==> src/logic/usbh_regs.svh <==
// Function
// command/data select high marks a command byte; low marks a data byte.
// parallel access counts only with chip select low; strobes are active low.
// bytes travel over an eight-bit tri-state data bus.
// after reset, pending requests pull the interrupt output low.
// strap pin sampled during reset: low parallel, high serial.
// after reset the strap pin becomes serial transmit data output.
// in serial mode the host sends on the receive input, idling high.
// in host mode, connection indicator is low while a device is attached.
// device is in reset while the external reset input is high.
// during any reset, drive an active-high and an active-low reset output.
// separate 64-byte buffers for host endpoint input and output.
// talks to full-speed and low-speed peripherals.
// performs control, bulk and interrupt transfers.
// detects attach and detach alone and reports each to the processor.
// host and peripheral operation switch at run time.
// serial mode starts at 9600 bit/s until a divider command changes it.
// operation status is 51h on success and 5fh on failure.
// status-read returns pending interrupt status and drops the request.
// data bus driven only while chip select and read strobe are low.
// interrupt output stays high in reset until an event is pending.
`ifndef USBH_REGS_SVH
`define USBH_REGS_SVH

`define UH_CLK_HZ 10000000
`define UH_BAUD_DEF 9600
`define UH_DIV_DEF 16'((`UH_CLK_HZ) / (`UH_BAUD_DEF))
`define UH_BUF_BYTES 7'h40

`define UH_CMD_GET_VER 8'h01
`define UH_CMD_SET_BAUD 8'h02
`define UH_CMD_CHECK 8'h06
`define UH_CMD_SET_MODE 8'h15
`define UH_CMD_TEST_CONN 8'h16
`define UH_CMD_GET_STATUS 8'h22
`define UH_CMD_RD_DATA 8'h28
`define UH_CMD_WR_DATA 8'h2b
`define UH_CMD_ISSUE 8'h4e

`define UH_RET_SUCCESS 8'h51
`define UH_RET_ABORT 8'h5f
`define UH_MODE_HOST 8'h06

`define UH_INT_XFER_OK 8'h14
`define UH_INT_CONNECT 8'h15
`define UH_INT_DISCONNECT 8'h16
`define UH_INT_XFER_ERR 8'h17

`define UH_VER_FLAG 8'h80
`define UH_ISSUE_TYPE_LSB 4

`endif

==> src/logic/usbh_pkg.sv <==
package usbh_pkg;

    typedef struct packed {
        logic cs_n;
        logic rd_n;
        logic wr_n;
        logic cmd_data_select;
        logic [7:0] data;
    } usbh_pins_t;

    typedef enum logic [1:0] {
        USBH_XFER_CONTROL,
        USBH_XFER_BULK,
        USBH_XFER_INTERRUPT,
        USBH_XFER_RSVD
    } usbh_xfer_type_t;

    typedef struct packed {
        logic valid;
        usbh_xfer_type_t ttype;
        logic [3:0] ep;
        logic low_speed;
        logic [6:0] len;
    } usbh_xfer_t;

    typedef struct packed {
        logic valid;
        logic [7:0] data;
    } usbh_byte_t;

    typedef enum {
        USBH_ST_IDLE,
        USBH_ST_ARG,
        USBH_ST_WDATA,
        USBH_ST_RESP,
        USBH_ST_RDLEN,
        USBH_ST_RDATA
    } usbh_state_t;

endpackage : usbh_pkg

==> src/logic/usbh_fifo.sv <==
`timescale 1ns/1ps
`default_nettype none
module usbh_fifo #(
    parameter int W = 8,
    parameter int D = 2
) (
    input wire logic i_clk,
    input wire logic i_rst,
    input wire logic i_valid,
    input wire logic [W-1:0] i_data,
    output logic o_ready,
    output logic o_valid,
    output logic [W-1:0] o_data,
    input wire logic i_ready
);
    localparam int AW = (D > 1) ? $clog2(D) : 1;
    localparam int CW = $clog2(D + 1);

    logic [W-1:0] mem_reg [D];
    logic [AW-1:0] wptr_reg, wptr_next, rptr_reg, rptr_next;
    logic [CW-1:0] cnt_reg, cnt_next;
    logic push, pop;

    assign o_ready = (cnt_reg != CW'(D));
    assign o_valid = (cnt_reg != '0);
    assign o_data = mem_reg[rptr_reg];

    always_comb begin
        push = i_valid && o_ready;
        pop = o_valid && i_ready;
        wptr_next = wptr_reg;
        rptr_next = rptr_reg;
        cnt_next = cnt_reg;
        if (push) begin
            wptr_next = (wptr_reg == AW'(D - 1)) ? '0 : AW'(wptr_reg + 1'b1);
        end
        if (pop) begin
            rptr_next = (rptr_reg == AW'(D - 1)) ? '0 : AW'(rptr_reg + 1'b1);
        end
        if (push && !pop) begin
            cnt_next = CW'(cnt_reg + 1'b1);
        end else if (pop && !push) begin
            cnt_next = CW'(cnt_reg - 1'b1);
        end
    end

    always_ff @(posedge i_clk or posedge i_rst) begin
        if (i_rst) begin
            wptr_reg <= '0;
            rptr_reg <= '0;
            cnt_reg <= '0;
        end else begin
            wptr_reg <= wptr_next;
            rptr_reg <= rptr_next;
            cnt_reg <= cnt_next;
        end
    end

    // storage holds no reset: its contents are only read while counted valid
    always_ff @(posedge i_clk) begin
        if (push) begin
            mem_reg[wptr_reg] <= i_data;
        end
    end
endmodule : usbh_fifo
`default_nettype wire

==> src/logic/usbh_port.sv <==
`timescale 1ns/1ps
`default_nettype none
`include "usbh_regs.svh"
module usbh_port #(
    parameter logic [7:0] VERSION = 8'h01 // arbitrary value
) (
    input wire logic i_clk,
    input wire logic i_rst,
    input wire logic i_ext_reset_in,
    input wire usbh_pkg::usbh_pins_t i_pins,
    output logic [7:0] o_host_data_bus,
    output logic o_host_data_bus_oe,
    output logic o_int_n,
    input wire logic i_txd,
    output logic o_txd,
    output logic o_txd_oe,
    input wire logic i_rxd,
    output logic o_rst,
    output logic o_rst_n,
    output logic o_link_connected_n,
    output logic o_host_mode,
    input wire logic i_dev_attached,
    input wire logic i_low_speed,
    output usbh_pkg::usbh_xfer_t o_xfer,
    input wire logic i_xfer_done,
    input wire logic i_xfer_ok,
    input wire usbh_pkg::usbh_byte_t i_usb_in,
    output logic o_usb_in_ready,
    input wire logic [5:0] i_out_idx,
    output logic [7:0] o_out_data
);
    import usbh_pkg::*;

    // pin synchronisers, reset to the idle levels: pulled-up pins high, external reset low
    usbh_pins_t pin_s1_reg, pin_s2_reg, pin_prev_reg;
    logic ext_s1_reg, ext_s2_reg, strap_s1_reg, strap_s2_reg, rx_s1_reg, rx_s2_reg;
    logic core_rst, serial_reg, serial_next, armed_reg;

    always_ff @(posedge i_clk or posedge i_rst) begin
        if (i_rst) begin
            pin_s1_reg <= '1;
            pin_s2_reg <= '1;
            ext_s1_reg <= 1'b0;
            ext_s2_reg <= 1'b0;
            rx_s1_reg <= 1'b1;
            rx_s2_reg <= 1'b1;
            serial_reg <= 1'b1;
            armed_reg <= 1'b0;
        end else begin
            pin_s1_reg <= i_pins;
            pin_s2_reg <= pin_s1_reg;
            ext_s1_reg <= i_ext_reset_in;
            ext_s2_reg <= ext_s1_reg;
            rx_s1_reg <= i_rxd;
            rx_s2_reg <= rx_s1_reg;
            serial_reg <= serial_next;
            armed_reg <= !ext_s2_reg;
        end
    end

    // strap sync runs through reset, else the mode flop only sees its reset level
    always_ff @(posedge i_clk) begin
        strap_s1_reg <= i_txd;
        strap_s2_reg <= strap_s1_reg;
    end

    // strap keeps following the pin while the external reset holds and one cycle after either reset, frozen after that
    always_comb begin
        serial_next = serial_reg;
        if (ext_s2_reg || !armed_reg) begin
            serial_next = strap_s2_reg;
        end
    end

    assign core_rst = i_rst || ext_s2_reg;
    assign o_rst = core_rst;
    assign o_rst_n = !core_rst;

    // parallel side: write taken on the rising edge of the write strobe
    logic wr_end, rd_end, sel_prev;
    always_ff @(posedge i_clk or posedge core_rst) begin
        if (core_rst) begin
            pin_prev_reg <= '1;
        end else begin
            pin_prev_reg <= pin_s2_reg;
        end
    end
    always_comb begin
        sel_prev = !pin_prev_reg.cs_n && !serial_reg;
        wr_end = sel_prev && !pin_prev_reg.wr_n && pin_s2_reg.wr_n;
        rd_end = sel_prev && !pin_prev_reg.rd_n && pin_s2_reg.rd_n;
    end

    // serial receiver: 9 data bits, the ninth marks a command byte
    logic [15:0] div_reg, div_next;
    logic rx_on_reg, rx_on_next, rx_ev;
    logic [15:0] rx_cnt_reg, rx_cnt_next;
    logic [3:0] rx_bit_reg, rx_bit_next;
    logic [8:0] rx_sh_reg, rx_sh_next;

    always_comb begin
        rx_on_next = rx_on_reg;
        rx_cnt_next = rx_cnt_reg;
        rx_bit_next = rx_bit_reg;
        rx_sh_next = rx_sh_reg;
        rx_ev = 1'b0;
        if (!rx_on_reg) begin
            if (serial_reg && !rx_s2_reg) begin
                rx_on_next = 1'b1;
                rx_cnt_next = {1'b0, div_reg[15:1]};
                rx_bit_next = '0;
            end
        end else if (rx_cnt_reg != '0) begin
            rx_cnt_next = rx_cnt_reg - 16'h0001;
        end else begin
            rx_cnt_next = div_reg - 16'h0001;
            rx_bit_next = rx_bit_reg + 4'h1;
            if (rx_bit_reg == 4'h0) begin
                rx_on_next = !rx_s2_reg;
            end else if (rx_bit_reg == 4'ha) begin
                rx_on_next = 1'b0;
                rx_ev = rx_s2_reg;
            end else begin
                rx_sh_next = {rx_s2_reg, rx_sh_reg[8:1]};
            end
        end
    end

    always_ff @(posedge i_clk or posedge core_rst) begin
        if (core_rst) begin
            rx_on_reg <= 1'b0;
            rx_cnt_reg <= '0;
            rx_bit_reg <= '0;
            rx_sh_reg <= '0;
        end else begin
            rx_on_reg <= rx_on_next;
            rx_cnt_reg <= rx_cnt_next;
            rx_bit_reg <= rx_bit_next;
            rx_sh_reg <= rx_sh_next;
        end
    end

    // merged inbound byte event from whichever interface the strap chose
    logic ev_valid, ev_cmd;
    logic [7:0] ev_byte;
    always_comb begin
        ev_valid = serial_reg ? rx_ev : wr_end;
        ev_cmd = serial_reg ? rx_sh_reg[8] : pin_prev_reg.cmd_data_select;
        ev_byte = serial_reg ? rx_sh_reg[7:0] : pin_prev_reg.data;
    end

    // outbound bytes pass a two-entry buffer, drained by reads or by the sender
    logic push, fifo_ready, fifo_valid, pop, tx_take;
    logic [7:0] push_data, fifo_data;
    usbh_fifo #(.W(8), .D(2)) u_resp_fifo (
        .i_clk(i_clk),
        .i_rst(core_rst),
        .i_valid(push),
        .i_data(push_data),
        .o_ready(fifo_ready),
        .o_valid(fifo_valid),
        .o_data(fifo_data),
        .i_ready(pop)
    );
    assign pop = serial_reg ? tx_take : rd_end;
    assign o_host_data_bus = fifo_data;
    assign o_host_data_bus_oe = !serial_reg && !pin_s2_reg.cs_n && !pin_s2_reg.rd_n;

    // serial transmitter, 8N1
    logic tx_on_reg, tx_on_next;
    logic [15:0] tx_cnt_reg, tx_cnt_next;
    logic [3:0] tx_bit_reg, tx_bit_next;
    logic [9:0] tx_sh_reg, tx_sh_next;

    always_comb begin
        tx_on_next = tx_on_reg;
        tx_cnt_next = tx_cnt_reg;
        tx_bit_next = tx_bit_reg;
        tx_sh_next = tx_sh_reg;
        tx_take = 1'b0;
        if (!tx_on_reg) begin
            if (serial_reg && fifo_valid) begin
                tx_take = 1'b1;
                tx_on_next = 1'b1;
                tx_sh_next = {1'b1, fifo_data, 1'b0};
                tx_cnt_next = div_reg - 16'h0001;
                tx_bit_next = '0;
            end
        end else if (tx_cnt_reg != '0) begin
            tx_cnt_next = tx_cnt_reg - 16'h0001;
        end else begin
            tx_cnt_next = div_reg - 16'h0001;
            tx_sh_next = {1'b1, tx_sh_reg[9:1]};
            tx_bit_next = tx_bit_reg + 4'h1;
            tx_on_next = (tx_bit_reg != 4'h9);
        end
    end

    always_ff @(posedge i_clk or posedge core_rst) begin
        if (core_rst) begin
            tx_on_reg <= 1'b0;
            tx_cnt_reg <= '0;
            tx_bit_reg <= '0;
            tx_sh_reg <= '1;
        end else begin
            tx_on_reg <= tx_on_next;
            tx_cnt_reg <= tx_cnt_next;
            tx_bit_reg <= tx_bit_next;
            tx_sh_reg <= tx_sh_next;
        end
    end
    assign o_txd = tx_sh_reg[0];
    // driven only once serial mode is frozen, so a board strapping low never fights us
    assign o_txd_oe = serial_reg && armed_reg && !core_rst;

    // command engine and endpoint buffers
    usbh_state_t st_reg, st_next;
    logic [7:0] cmd_reg, cmd_next, arg0_reg, arg0_next, resp_reg, resp_next;
    logic [7:0] istat_reg, istat_next;
    logic argn_reg, argn_next, pend_reg, pend_next, host_reg, host_next;
    logic att_prev_reg;
    logic [5:0] idx_reg, idx_next;
    logic [6:0] in_cnt_reg, in_cnt_next, out_len_reg, out_len_next;
    logic [7:0] in_mem_reg [64];
    logic [7:0] out_mem_reg [64];
    logic out_we, in_we;
    usbh_xfer_t xfer_next;

    always_comb begin
        st_next = st_reg;
        cmd_next = cmd_reg;
        arg0_next = arg0_reg;
        resp_next = resp_reg;
        istat_next = istat_reg;
        argn_next = argn_reg;
        pend_next = pend_reg;
        host_next = host_reg;
        idx_next = idx_reg;
        in_cnt_next = in_cnt_reg;
        out_len_next = out_len_reg;
        div_next = div_reg;
        xfer_next = '0;
        push = 1'b0;
        push_data = resp_reg;
        out_we = 1'b0;
        in_we = i_usb_in.valid && (in_cnt_reg != `UH_BUF_BYTES);
        if (in_we) begin
            in_cnt_next = in_cnt_reg + 7'h01;
        end
        if (ev_valid && ev_cmd) begin
            cmd_next = ev_byte;
            argn_next = 1'b0;
            idx_next = '0;
            unique case (ev_byte)
                `UH_CMD_GET_VER: begin
                    resp_next = `UH_VER_FLAG | {2'b00, VERSION[5:0]};
                    st_next = USBH_ST_RESP;
                end
                `UH_CMD_CHECK, `UH_CMD_SET_BAUD, `UH_CMD_SET_MODE,
                `UH_CMD_WR_DATA, `UH_CMD_ISSUE: begin
                    st_next = USBH_ST_ARG;
                end
                `UH_CMD_TEST_CONN: begin
                    resp_next = i_dev_attached ? `UH_RET_SUCCESS : `UH_RET_ABORT;
                    st_next = USBH_ST_RESP;
                end
                `UH_CMD_GET_STATUS: begin
                    resp_next = istat_reg;
                    pend_next = 1'b0;
                    st_next = USBH_ST_RESP;
                end
                `UH_CMD_RD_DATA: begin
                    st_next = USBH_ST_RDLEN;
                end
                default: begin
                    st_next = USBH_ST_IDLE;
                end
            endcase
        end else begin
            unique case (st_reg)
                USBH_ST_IDLE: begin
                end
                USBH_ST_ARG: begin
                    if (ev_valid) begin
                        st_next = USBH_ST_RESP;
                        resp_next = `UH_RET_SUCCESS;
                        unique case (cmd_reg)
                            `UH_CMD_CHECK: begin
                                resp_next = ~ev_byte;
                            end
                            `UH_CMD_SET_BAUD: begin
                                arg0_next = ev_byte;
                                argn_next = 1'b1;
                                if (!argn_reg) begin
                                    st_next = USBH_ST_ARG;
                                end else if ({arg0_reg, ev_byte} < 16'h0010) begin
                                    resp_next = `UH_RET_ABORT;
                                end else begin
                                    div_next = {arg0_reg, ev_byte};
                                end
                            end
                            `UH_CMD_SET_MODE: begin
                                host_next = (ev_byte == `UH_MODE_HOST);
                            end
                            `UH_CMD_WR_DATA: begin
                                out_len_next = (ev_byte > 8'(`UH_BUF_BYTES)) ?
                                    `UH_BUF_BYTES : ev_byte[6:0];
                                st_next = (ev_byte == 8'h00) ? USBH_ST_IDLE : USBH_ST_WDATA;
                            end
                            default: begin
                                // issue a transfer over the attached peripheral
                                xfer_next.valid = host_reg;
                                xfer_next.ttype = usbh_xfer_type_t'(ev_byte[`UH_ISSUE_TYPE_LSB +: 2]);
                                xfer_next.ep = ev_byte[3:0];
                                xfer_next.low_speed = i_low_speed;
                                xfer_next.len = out_len_reg;
                                in_cnt_next = '0;
                                st_next = USBH_ST_IDLE;
                            end
                        endcase
                    end
                end
                USBH_ST_WDATA: begin
                    if (ev_valid) begin
                        out_we = 1'b1;
                        idx_next = idx_reg + 6'h01;
                        if (7'(idx_reg) + 7'h01 == out_len_reg) begin
                            st_next = USBH_ST_IDLE;
                        end
                    end
                end
                USBH_ST_RESP: begin
                    push = 1'b1;
                    if (fifo_ready) begin
                        st_next = USBH_ST_IDLE;
                    end
                end
                USBH_ST_RDLEN: begin
                    push = 1'b1;
                    push_data = {1'b0, in_cnt_reg};
                    if (fifo_ready) begin
                        st_next = (in_cnt_reg == '0) ? USBH_ST_IDLE : USBH_ST_RDATA;
                    end
                end
                USBH_ST_RDATA: begin
                    // the buffer stalls this walk, so a slow reader loses no byte
                    push = 1'b1;
                    push_data = in_mem_reg[idx_reg];
                    if (fifo_ready) begin
                        idx_next = idx_reg + 6'h01;
                        if (7'(idx_reg) + 7'h01 == in_cnt_reg) begin
                            st_next = USBH_ST_IDLE;
                        end
                    end
                end
            endcase
        end
        // events come after the clear above so a same-cycle event stays pending
        if (host_reg && (i_dev_attached != att_prev_reg)) begin
            pend_next = 1'b1;
            istat_next = i_dev_attached ? `UH_INT_CONNECT : `UH_INT_DISCONNECT;
        end
        if (i_xfer_done) begin
            pend_next = 1'b1;
            istat_next = i_xfer_ok ? `UH_INT_XFER_OK : `UH_INT_XFER_ERR;
        end
    end

    always_ff @(posedge i_clk or posedge core_rst) begin
        if (core_rst) begin
            st_reg <= USBH_ST_IDLE;
            cmd_reg <= '0;
            arg0_reg <= '0;
            resp_reg <= '0;
            istat_reg <= '0;
            argn_reg <= 1'b0;
            pend_reg <= 1'b0;
            host_reg <= 1'b1;
            att_prev_reg <= 1'b0;
            idx_reg <= '0;
            in_cnt_reg <= '0;
            out_len_reg <= '0;
            div_reg <= `UH_DIV_DEF;
            o_xfer <= '0;
        end else begin
            st_reg <= st_next;
            cmd_reg <= cmd_next;
            arg0_reg <= arg0_next;
            resp_reg <= resp_next;
            istat_reg <= istat_next;
            argn_reg <= argn_next;
            pend_reg <= pend_next;
            host_reg <= host_next;
            att_prev_reg <= i_dev_attached;
            idx_reg <= idx_next;
            in_cnt_reg <= in_cnt_next;
            out_len_reg <= out_len_next;
            div_reg <= div_next;
            o_xfer <= xfer_next;
        end
    end

    always_ff @(posedge i_clk) begin
        if (out_we) begin
            out_mem_reg[idx_reg] <= ev_byte;
        end
        if (in_we) begin
            in_mem_reg[in_cnt_reg[5:0]] <= i_usb_in.data;
        end
        o_out_data <= out_mem_reg[i_out_idx];
    end

    assign o_usb_in_ready = (in_cnt_reg != `UH_BUF_BYTES);
    assign o_int_n = !pend_reg;
    assign o_host_mode = host_reg;
    assign o_link_connected_n = !(host_reg && i_dev_attached);
endmodule : usbh_port
`default_nettype wire

==> config.mk <==
export PLATFORM = sky130hd
export DESIGN_NAME = usbh_port
export DESIGN_NICKNAME = d
export VERILOG_FILES = /design/src/logic/usbh_pkg.sv /design/src/logic/usbh_fifo.sv /design/src/logic/usbh_port.sv
export VERILOG_INCLUDE_DIRS = /design/src /design/src/logic
export SDC_FILE = /design/constraint.sdc
export NUM_CORES = 1
export LEC_CHECK = 0
export CAP_MARGIN = 20
export CORE_MARGIN = 4
export CORE_UTILIZATION = 45
export CTS_BUF_LIST = sky130_fd_sc_hd__clkbuf_8
export DETAILED_ROUTE_END_ITERATION = 10
export DONT_BUFFER_PORTS = 1
export PLACE_DENSITY_LB_ADDON = 0.12
export SYNTH_ARGS = -nofsm -noshare
export SYNTH_HDL_FRONTEND = slang
export SYNTH_SLANG_ARGS = --single-unit
==> constraint.sdc <==
create_clock -name i_clk -period 26.3 [get_ports i_clk]
set_input_delay 2.63 -clock i_clk [delete_from_list [all_inputs] [get_ports i_clk]]
set_output_delay 2.63 -clock i_clk [all_outputs]
set_load 0.01 [all_outputs]
### Word level (Yosys, flattened, before mapping)

Memories as Yosys holds them, arrays and structs flattened. A register that Yosys moved wholly into a read port is not among the register bits.
Cells that the tools add are included.

| storage, ports and cells | value |
|---|---|
| memories kept | 3 |
| bits in latches | 0 |
| output and inout port bits | 40 |
| ROM bits | 0 |
| bits of input ports | 36 |
| register bits | 228 |
| word-level logic and storage cells | 276 |
| bits in writable memories | 1040 |

Memories:

| memory | depth | width | read ports | clocked after Yosys merged registers in | wr ports | line | source |
|---|---|---|---|---|---|---|---|
| in_mem_reg | 64 | 8 | 1 | 0 | 1 | usbh_port.sv:224 | `logic [7:0] in_mem_reg [64];` |
| out_mem_reg | 64 | 8 | 1 | 1 | 1 | usbh_port.sv:225 | `logic [7:0] out_mem_reg [64];` |
| u_resp_fifo.mem_reg | 2 | 8 | 1 | 0 | 1 | usbh_fifo.sv:19 | `logic [W-1:0] mem_reg [D];` |

| cells by class | value |
|---|---|
| bitwise gates (word level) | 6 |
| equality and inequality tests | 35 |
| add/subtract/negate cells | 12 |
| multiply operators | 0 |
| magnitude comparators | 2 |
| shifts and indexed selects | 0 |
| reductions and logical operators | 69 |
| multiplexer cells | 97 |
| div/mod/pow operators | 0 |

Operator list:

| kind | count |
|---|---|
| 2-to-1 mux 32 bit | 8 |
| case mux 32 bit (5 select lines) | 1 |
| 2-to-1 mux 16 bit | 6 |
| == test 32 x 2 -> 1 bit, second input constant | 2 |
| == test 32 x 3 -> 1 bit, second input constant | 2 |
| 2-to-1 mux 15 bit | 4 |
| 2-to-1 mux 8 bit | 7 |
| subtractor 16 x 1 -> 16 bit, second input constant | 3 |
| 2-to-1 mux 7 bit | 6 |
| 2-to-1 mux 1 bit | 37 |
| 2-to-1 mux 4 bit | 9 |
| == test 32 x 1 -> 1 bit, second input constant | 1 |
| == test 8 x 6 -> 1 bit, second input constant | 4 |
| case mux 8 bit (2 select lines) | 2 |
| nonzero test 16 bit | 2 |
| 2-to-1 mux 10 bit | 3 |
| == test 8 x 5 -> 1 bit, second input constant | 3 |
| case mux 8 bit (3 select lines) | 1 |
| logical AND 1 bit | 19 |
| 2-to-1 mux 6 bit | 3 |
| == test 8 x 2 -> 1 bit, second input constant | 2 |
| == test 8 x 3 -> 1 bit, second input constant | 2 |
| less-than comparator 16 x 5 -> 1 bit, second input constant | 1 |
| AND reduction 4 bit | 4 |
| 42 further kinds | 89 |

### Longest topological paths before layout

| logic depth | value |
|---|---|
| depth in word-level cells | 13 |
| depth in mapped cells | 12 |
| gate-level depth less buffers | 11 |

### Cells and area by module

Synthesis repeated with hierarchy kept, for this count alone.

| unflattened totals | value |
|---|---|
| cells, all modules | 2878 |
| area total of the unflattened synthesis | 49000.7 µm² |

Modules (own cells, without submodules):

| module | area each (µm²) | instances | cells an instance | seq. area each (µm²) |
|---|---|---|---|---|
| usbh_port | 48210.0 | 1 | 2834 | 35694.2 |
| usbh_fifo | 790.8 | 1 | 44 | 580.6 |

### Worst setup path before layout

No wires, ideal clock.

| path | value |
|---|---|
| path kind | input port to output port |
| from | input i_rst |
| to | output o_txd_oe |
| required time | 23.670 ns |
| setup slack | 12.972 ns |
| stages | 2 |
| arrival time | 10.698 ns |
| path buffers | 0 |
| path through | nor2_1 and3_1 |

| between the ends | value |
|---|---|
| longest elaborated chain between the ends | 3 |

RTL lines:

| item | line | source |
|---|---|---|
| start: declaration | usbh_port.sv:8 | `input wire logic i_rst,` |
| logical OR 1 bit | usbh_port.sv:75 | `assign core_rst = i_rst \|\| ext_s2_reg;` |
| zero test 1 bit (no source line) | -- |  |
| logical AND 1 bit | usbh_port.sv:214 | `assign o_txd_oe = serial_reg && armed_reg && !core_rst;` |
| end: declaration | usbh_port.sv:16 | `output logic o_txd_oe,` |

No other way between the ends.

### Worst setup path in the final report

| path | value |
|---|---|
| from | input i_rst |
| to | output o_rst |

| between the ends | value |
|---|---|
| longest elaborated chain between the ends | 1 |

RTL lines:

| item | line | source |
|---|---|---|
| logical OR 1 bit | usbh_port.sv:75 |  |
| end: declaration | usbh_port.sv:18 | `output logic o_rst,` |

No other way between the ends.

==> key figures <==
STA
  • Max Clock Freq: 162.8 MHz
  • Worst slew pin tran: 1116 ps
  • Hold Slack: 330.9 ps
  • Setup violations, final: 0
  • Final setup TNS: 0 ps
  • RSZ-0062 raised after global routing: no
  • Worst Clk Skew: 37.96 ps
  • Fin. Hold Viols: 0
  • Final WS setup: 20160 ps
  • Min Tclk post-route: 6141 ps
  • Crit share post-route: 23.35%
  • Final slew viol count: 0
  • Slew HR: 25.43%

Floorplanning
  • Floorplan core area: 107200 um2
  • Initial Util: 45.41%
  • Die X: 336.9 um
  • Die height: 336.9 um
  • Die area: 113500 um2
  • Site Rows: 120
  • I/O pins: 76

Critical path
  • Worst setup path endpoint: o_rst
  • RR Startpoint: rx_cnt_reg[0]$_DFFE_PN0P_
  • CP Capture Type: primary output
  • Worst reg2reg path depth: 9
  • Critical Path AT: 3510 ps
  • WP data required: 23670 ps
  • Reg2reg end: out_mem_reg[8][3]$_DFFE_PP_
  • CP Launch Point: i_rst
  • Reg2Reg Setup Slack: 21740 ps
  • Setup crit start kind: primary input
  • Critical path class: primary input to primary output
  • Crit path max fanout: 41

Logic synthesis
  • Yosys top cell area share: 64.15%
  • Cell taking the most area after synthesis: edfxtp_1
  • Synth Register Bits: 1241
  • Main synth FF type: edfxtp_1
  • Mapped Nets: 2877
  • Number of synthesized flops with an enable pin: 1040
  • Sequential share of the synthesized area: 74.51%
  • Synthesized area per cell: 17.22 um2
  • Synth area leaders: edfxtp_1 (64%), mux4_2 (7.8%), dfrtp_1 (7.1%)
  • Mapped Cells: 2827
  • Yosys warns: 0
  • Yosys cell types: 81
  • Post-synth ARST share: 15.39%
  • Netlist Area Pre-Place: 48680 um2

Pwr
  • Leak: 17.90 nW
  • Peak VDD IR: 0.05893 mV
  • Pwr per Cell Area: 82.25 nW/um2

Clock network
  • CTS H-Tree Depth: 4
  • Setup Fix Bufs, Post-CTS: 0
  • TritonCTS clock tree: yes
  • CTS Root Cell: clkbuf_8
  • Total CTS buffers: 194
  • CTS Hold Bufs: 0
  • Clk sink count: 1241
  • Clock Pin Slew Worst Setup and Hold Paths: 60 ps
  • Clock latency at the later pin of the worst-skew pair: 840 ps
  • Clk buf depth: 3
  • Post-CTS resize count: 0

Final layout
  • Finished Core Util: 50.20%
  • Nets: 2956
  • Area delta synth->final: 10.53%
  • Fillers: 8959
  • Layout cell share with drive strength beyond 1: 18.77%

Routing
  • DR vias/cell: 5.968
  • Final wirelength: 124700 um
  • Wire per inst: 27.87 um
  • Post-route ant nets: 0
  • DR DRC count: 0
  • DRT Pass-1 Iters: 6
  • Vias: 26707
  • DR iter-0 viols: 2952

Job
  • Max-cap viol count: 0

Placement
  • Routability congestion estimate: 0.8800
  • Place WS: 20110 ps
  • # port buffers: 0
  • HPWL after detailed placement: 74660 um

Global route
  • Vias in the first global route: 27126
  • GRT Util Overall: 22.05%
  • First-pass GRT wire length: 183200 um
  • Largest net degree at the start of global routing: 129
  • Initial antenna violation count: 5
  • GRT overflow: 0

Run status
  • Status: finished, final reports clean

Hold path
  • Hold Crit Class: flop to flop
## through the flow
stage	instance area, um2	instances	total power (W)
finish	53810	4475	0.004426
global route	53800	4472	0.004605
CTS	53740	4467	0.004456
detailed placement	50110	4109	0.002940
global placement	50110	4109	0.002924
floorplan	48680	2827	0.002731
## layout by cell type, fill, tap and decap left out, types with 6 or more instances in the layout
master and instances:
dfxtp_1 10, dfstp_2 52, nand2b_1 15, ha_1 14
clkinv_1 41, xnor2_1 16, a41oi_1 18, a31oi_1 60
inv_2 8, mux2_2 26, or3_1 7, edfxtp_1 1040
nand2_1 131, mux4_2 168, and3_1 6, clkinv_2 18
or4_1 18, nor2_1 220, nand3_1 28, inv_1 104
a221oi_1 47, nor4_1 17, mux2i_1 14, a22o_1 49
nor2b_1 17, xor2_1 26, dfrtp_1 139, clkbuf_8 208
a211oi_1 10, and2_1 20, nor3_1 25, o22ai_1 9
a22oi_1 168, nand3b_1 8, o31ai_1 20, buf_4 40
o21ai_0 78, a21oi_1 58
## worst min-delay path by stage
stage,startpoint,endpoint,slack (ps),cells after the start
after CTS,strap_s1_reg$_DFF_P_,strap_s2_reg$_DFF_P_,330,0
after detailed placement,strap_s1_reg$_DFF_P_,strap_s2_reg$_DFF_P_,320,0
after floorplan,strap_s1_reg$_DFF_P_,strap_s2_reg$_DFF_P_,310,0
after global placement,strap_s1_reg$_DFF_P_,strap_s2_reg$_DFF_P_,310,0
final,strap_s1_reg$_DFF_P_,strap_s2_reg$_DFF_P_,330,0
after global routing,strap_s1_reg$_DFF_P_,strap_s2_reg$_DFF_P_,340,0
## power by group
part	internal, W	leakage, nW	switching [W]	total (W)
clock network	0.000778	2.15	0.000740	0.00152
registers	0.00223	11.9	0.0000858	0.00232
logic	0.000208	3.86	0.000381	0.000590
## cell usage after synthesis (28+ instances only)
cell,count
a21oi_1,59
a22o_1,49
buf_2,35
a22oi_1,168
a31oi_1,60
dfstp_2,52
a221oi_1,47
clkbuf_1,95
inv_1,33
nor2_1,221
dfrtp_1,139
edfxtp_1,1040
mux4_2,168
nand3_1,28
o21ai_0,78
nand2_1,131
## cell families (layout without fill, tap and decap cells)
logic type,count (synthesis),after routing,synth area share (%)
flops,1241,1241,74.51
xor+xnor,42,42,0.7556
simple gates,563,563,5.734
compound gates,560,560,8.175
mux,213,213,8.828
other cells,0,4,0
buf+inv,194,435,1.635
fa+ha+maj,14,14,0.3598
## worst max-delay path: stages
cell and delay (ps):
nor2_4 190, buf_4 510, inv_1 170
## per-layer routing
metal	vias up	wire length (um)	track usage (%)
li1	11570	-	-
met1	13853	52350	30.69
met2	1089	60900	35.84
met3	195	8302	3.914
met4	0	3172	6.720
met5	-	0	0
## cell type report
type                    instances  area, um2  area share, %
diodes                          4      10.01        0.01860
clock buffers                 208       2863          5.320
clock inverters               150      772.0          1.435
inverters                      33      123.9         0.2302
multi-input cells            1392      11650          21.66
flip-flops and latches       1241      36270          67.41
well taps                    1403       1755          3.262
repair buffers                 44      359.1         0.6673
(Power assumes the default switching activity.)
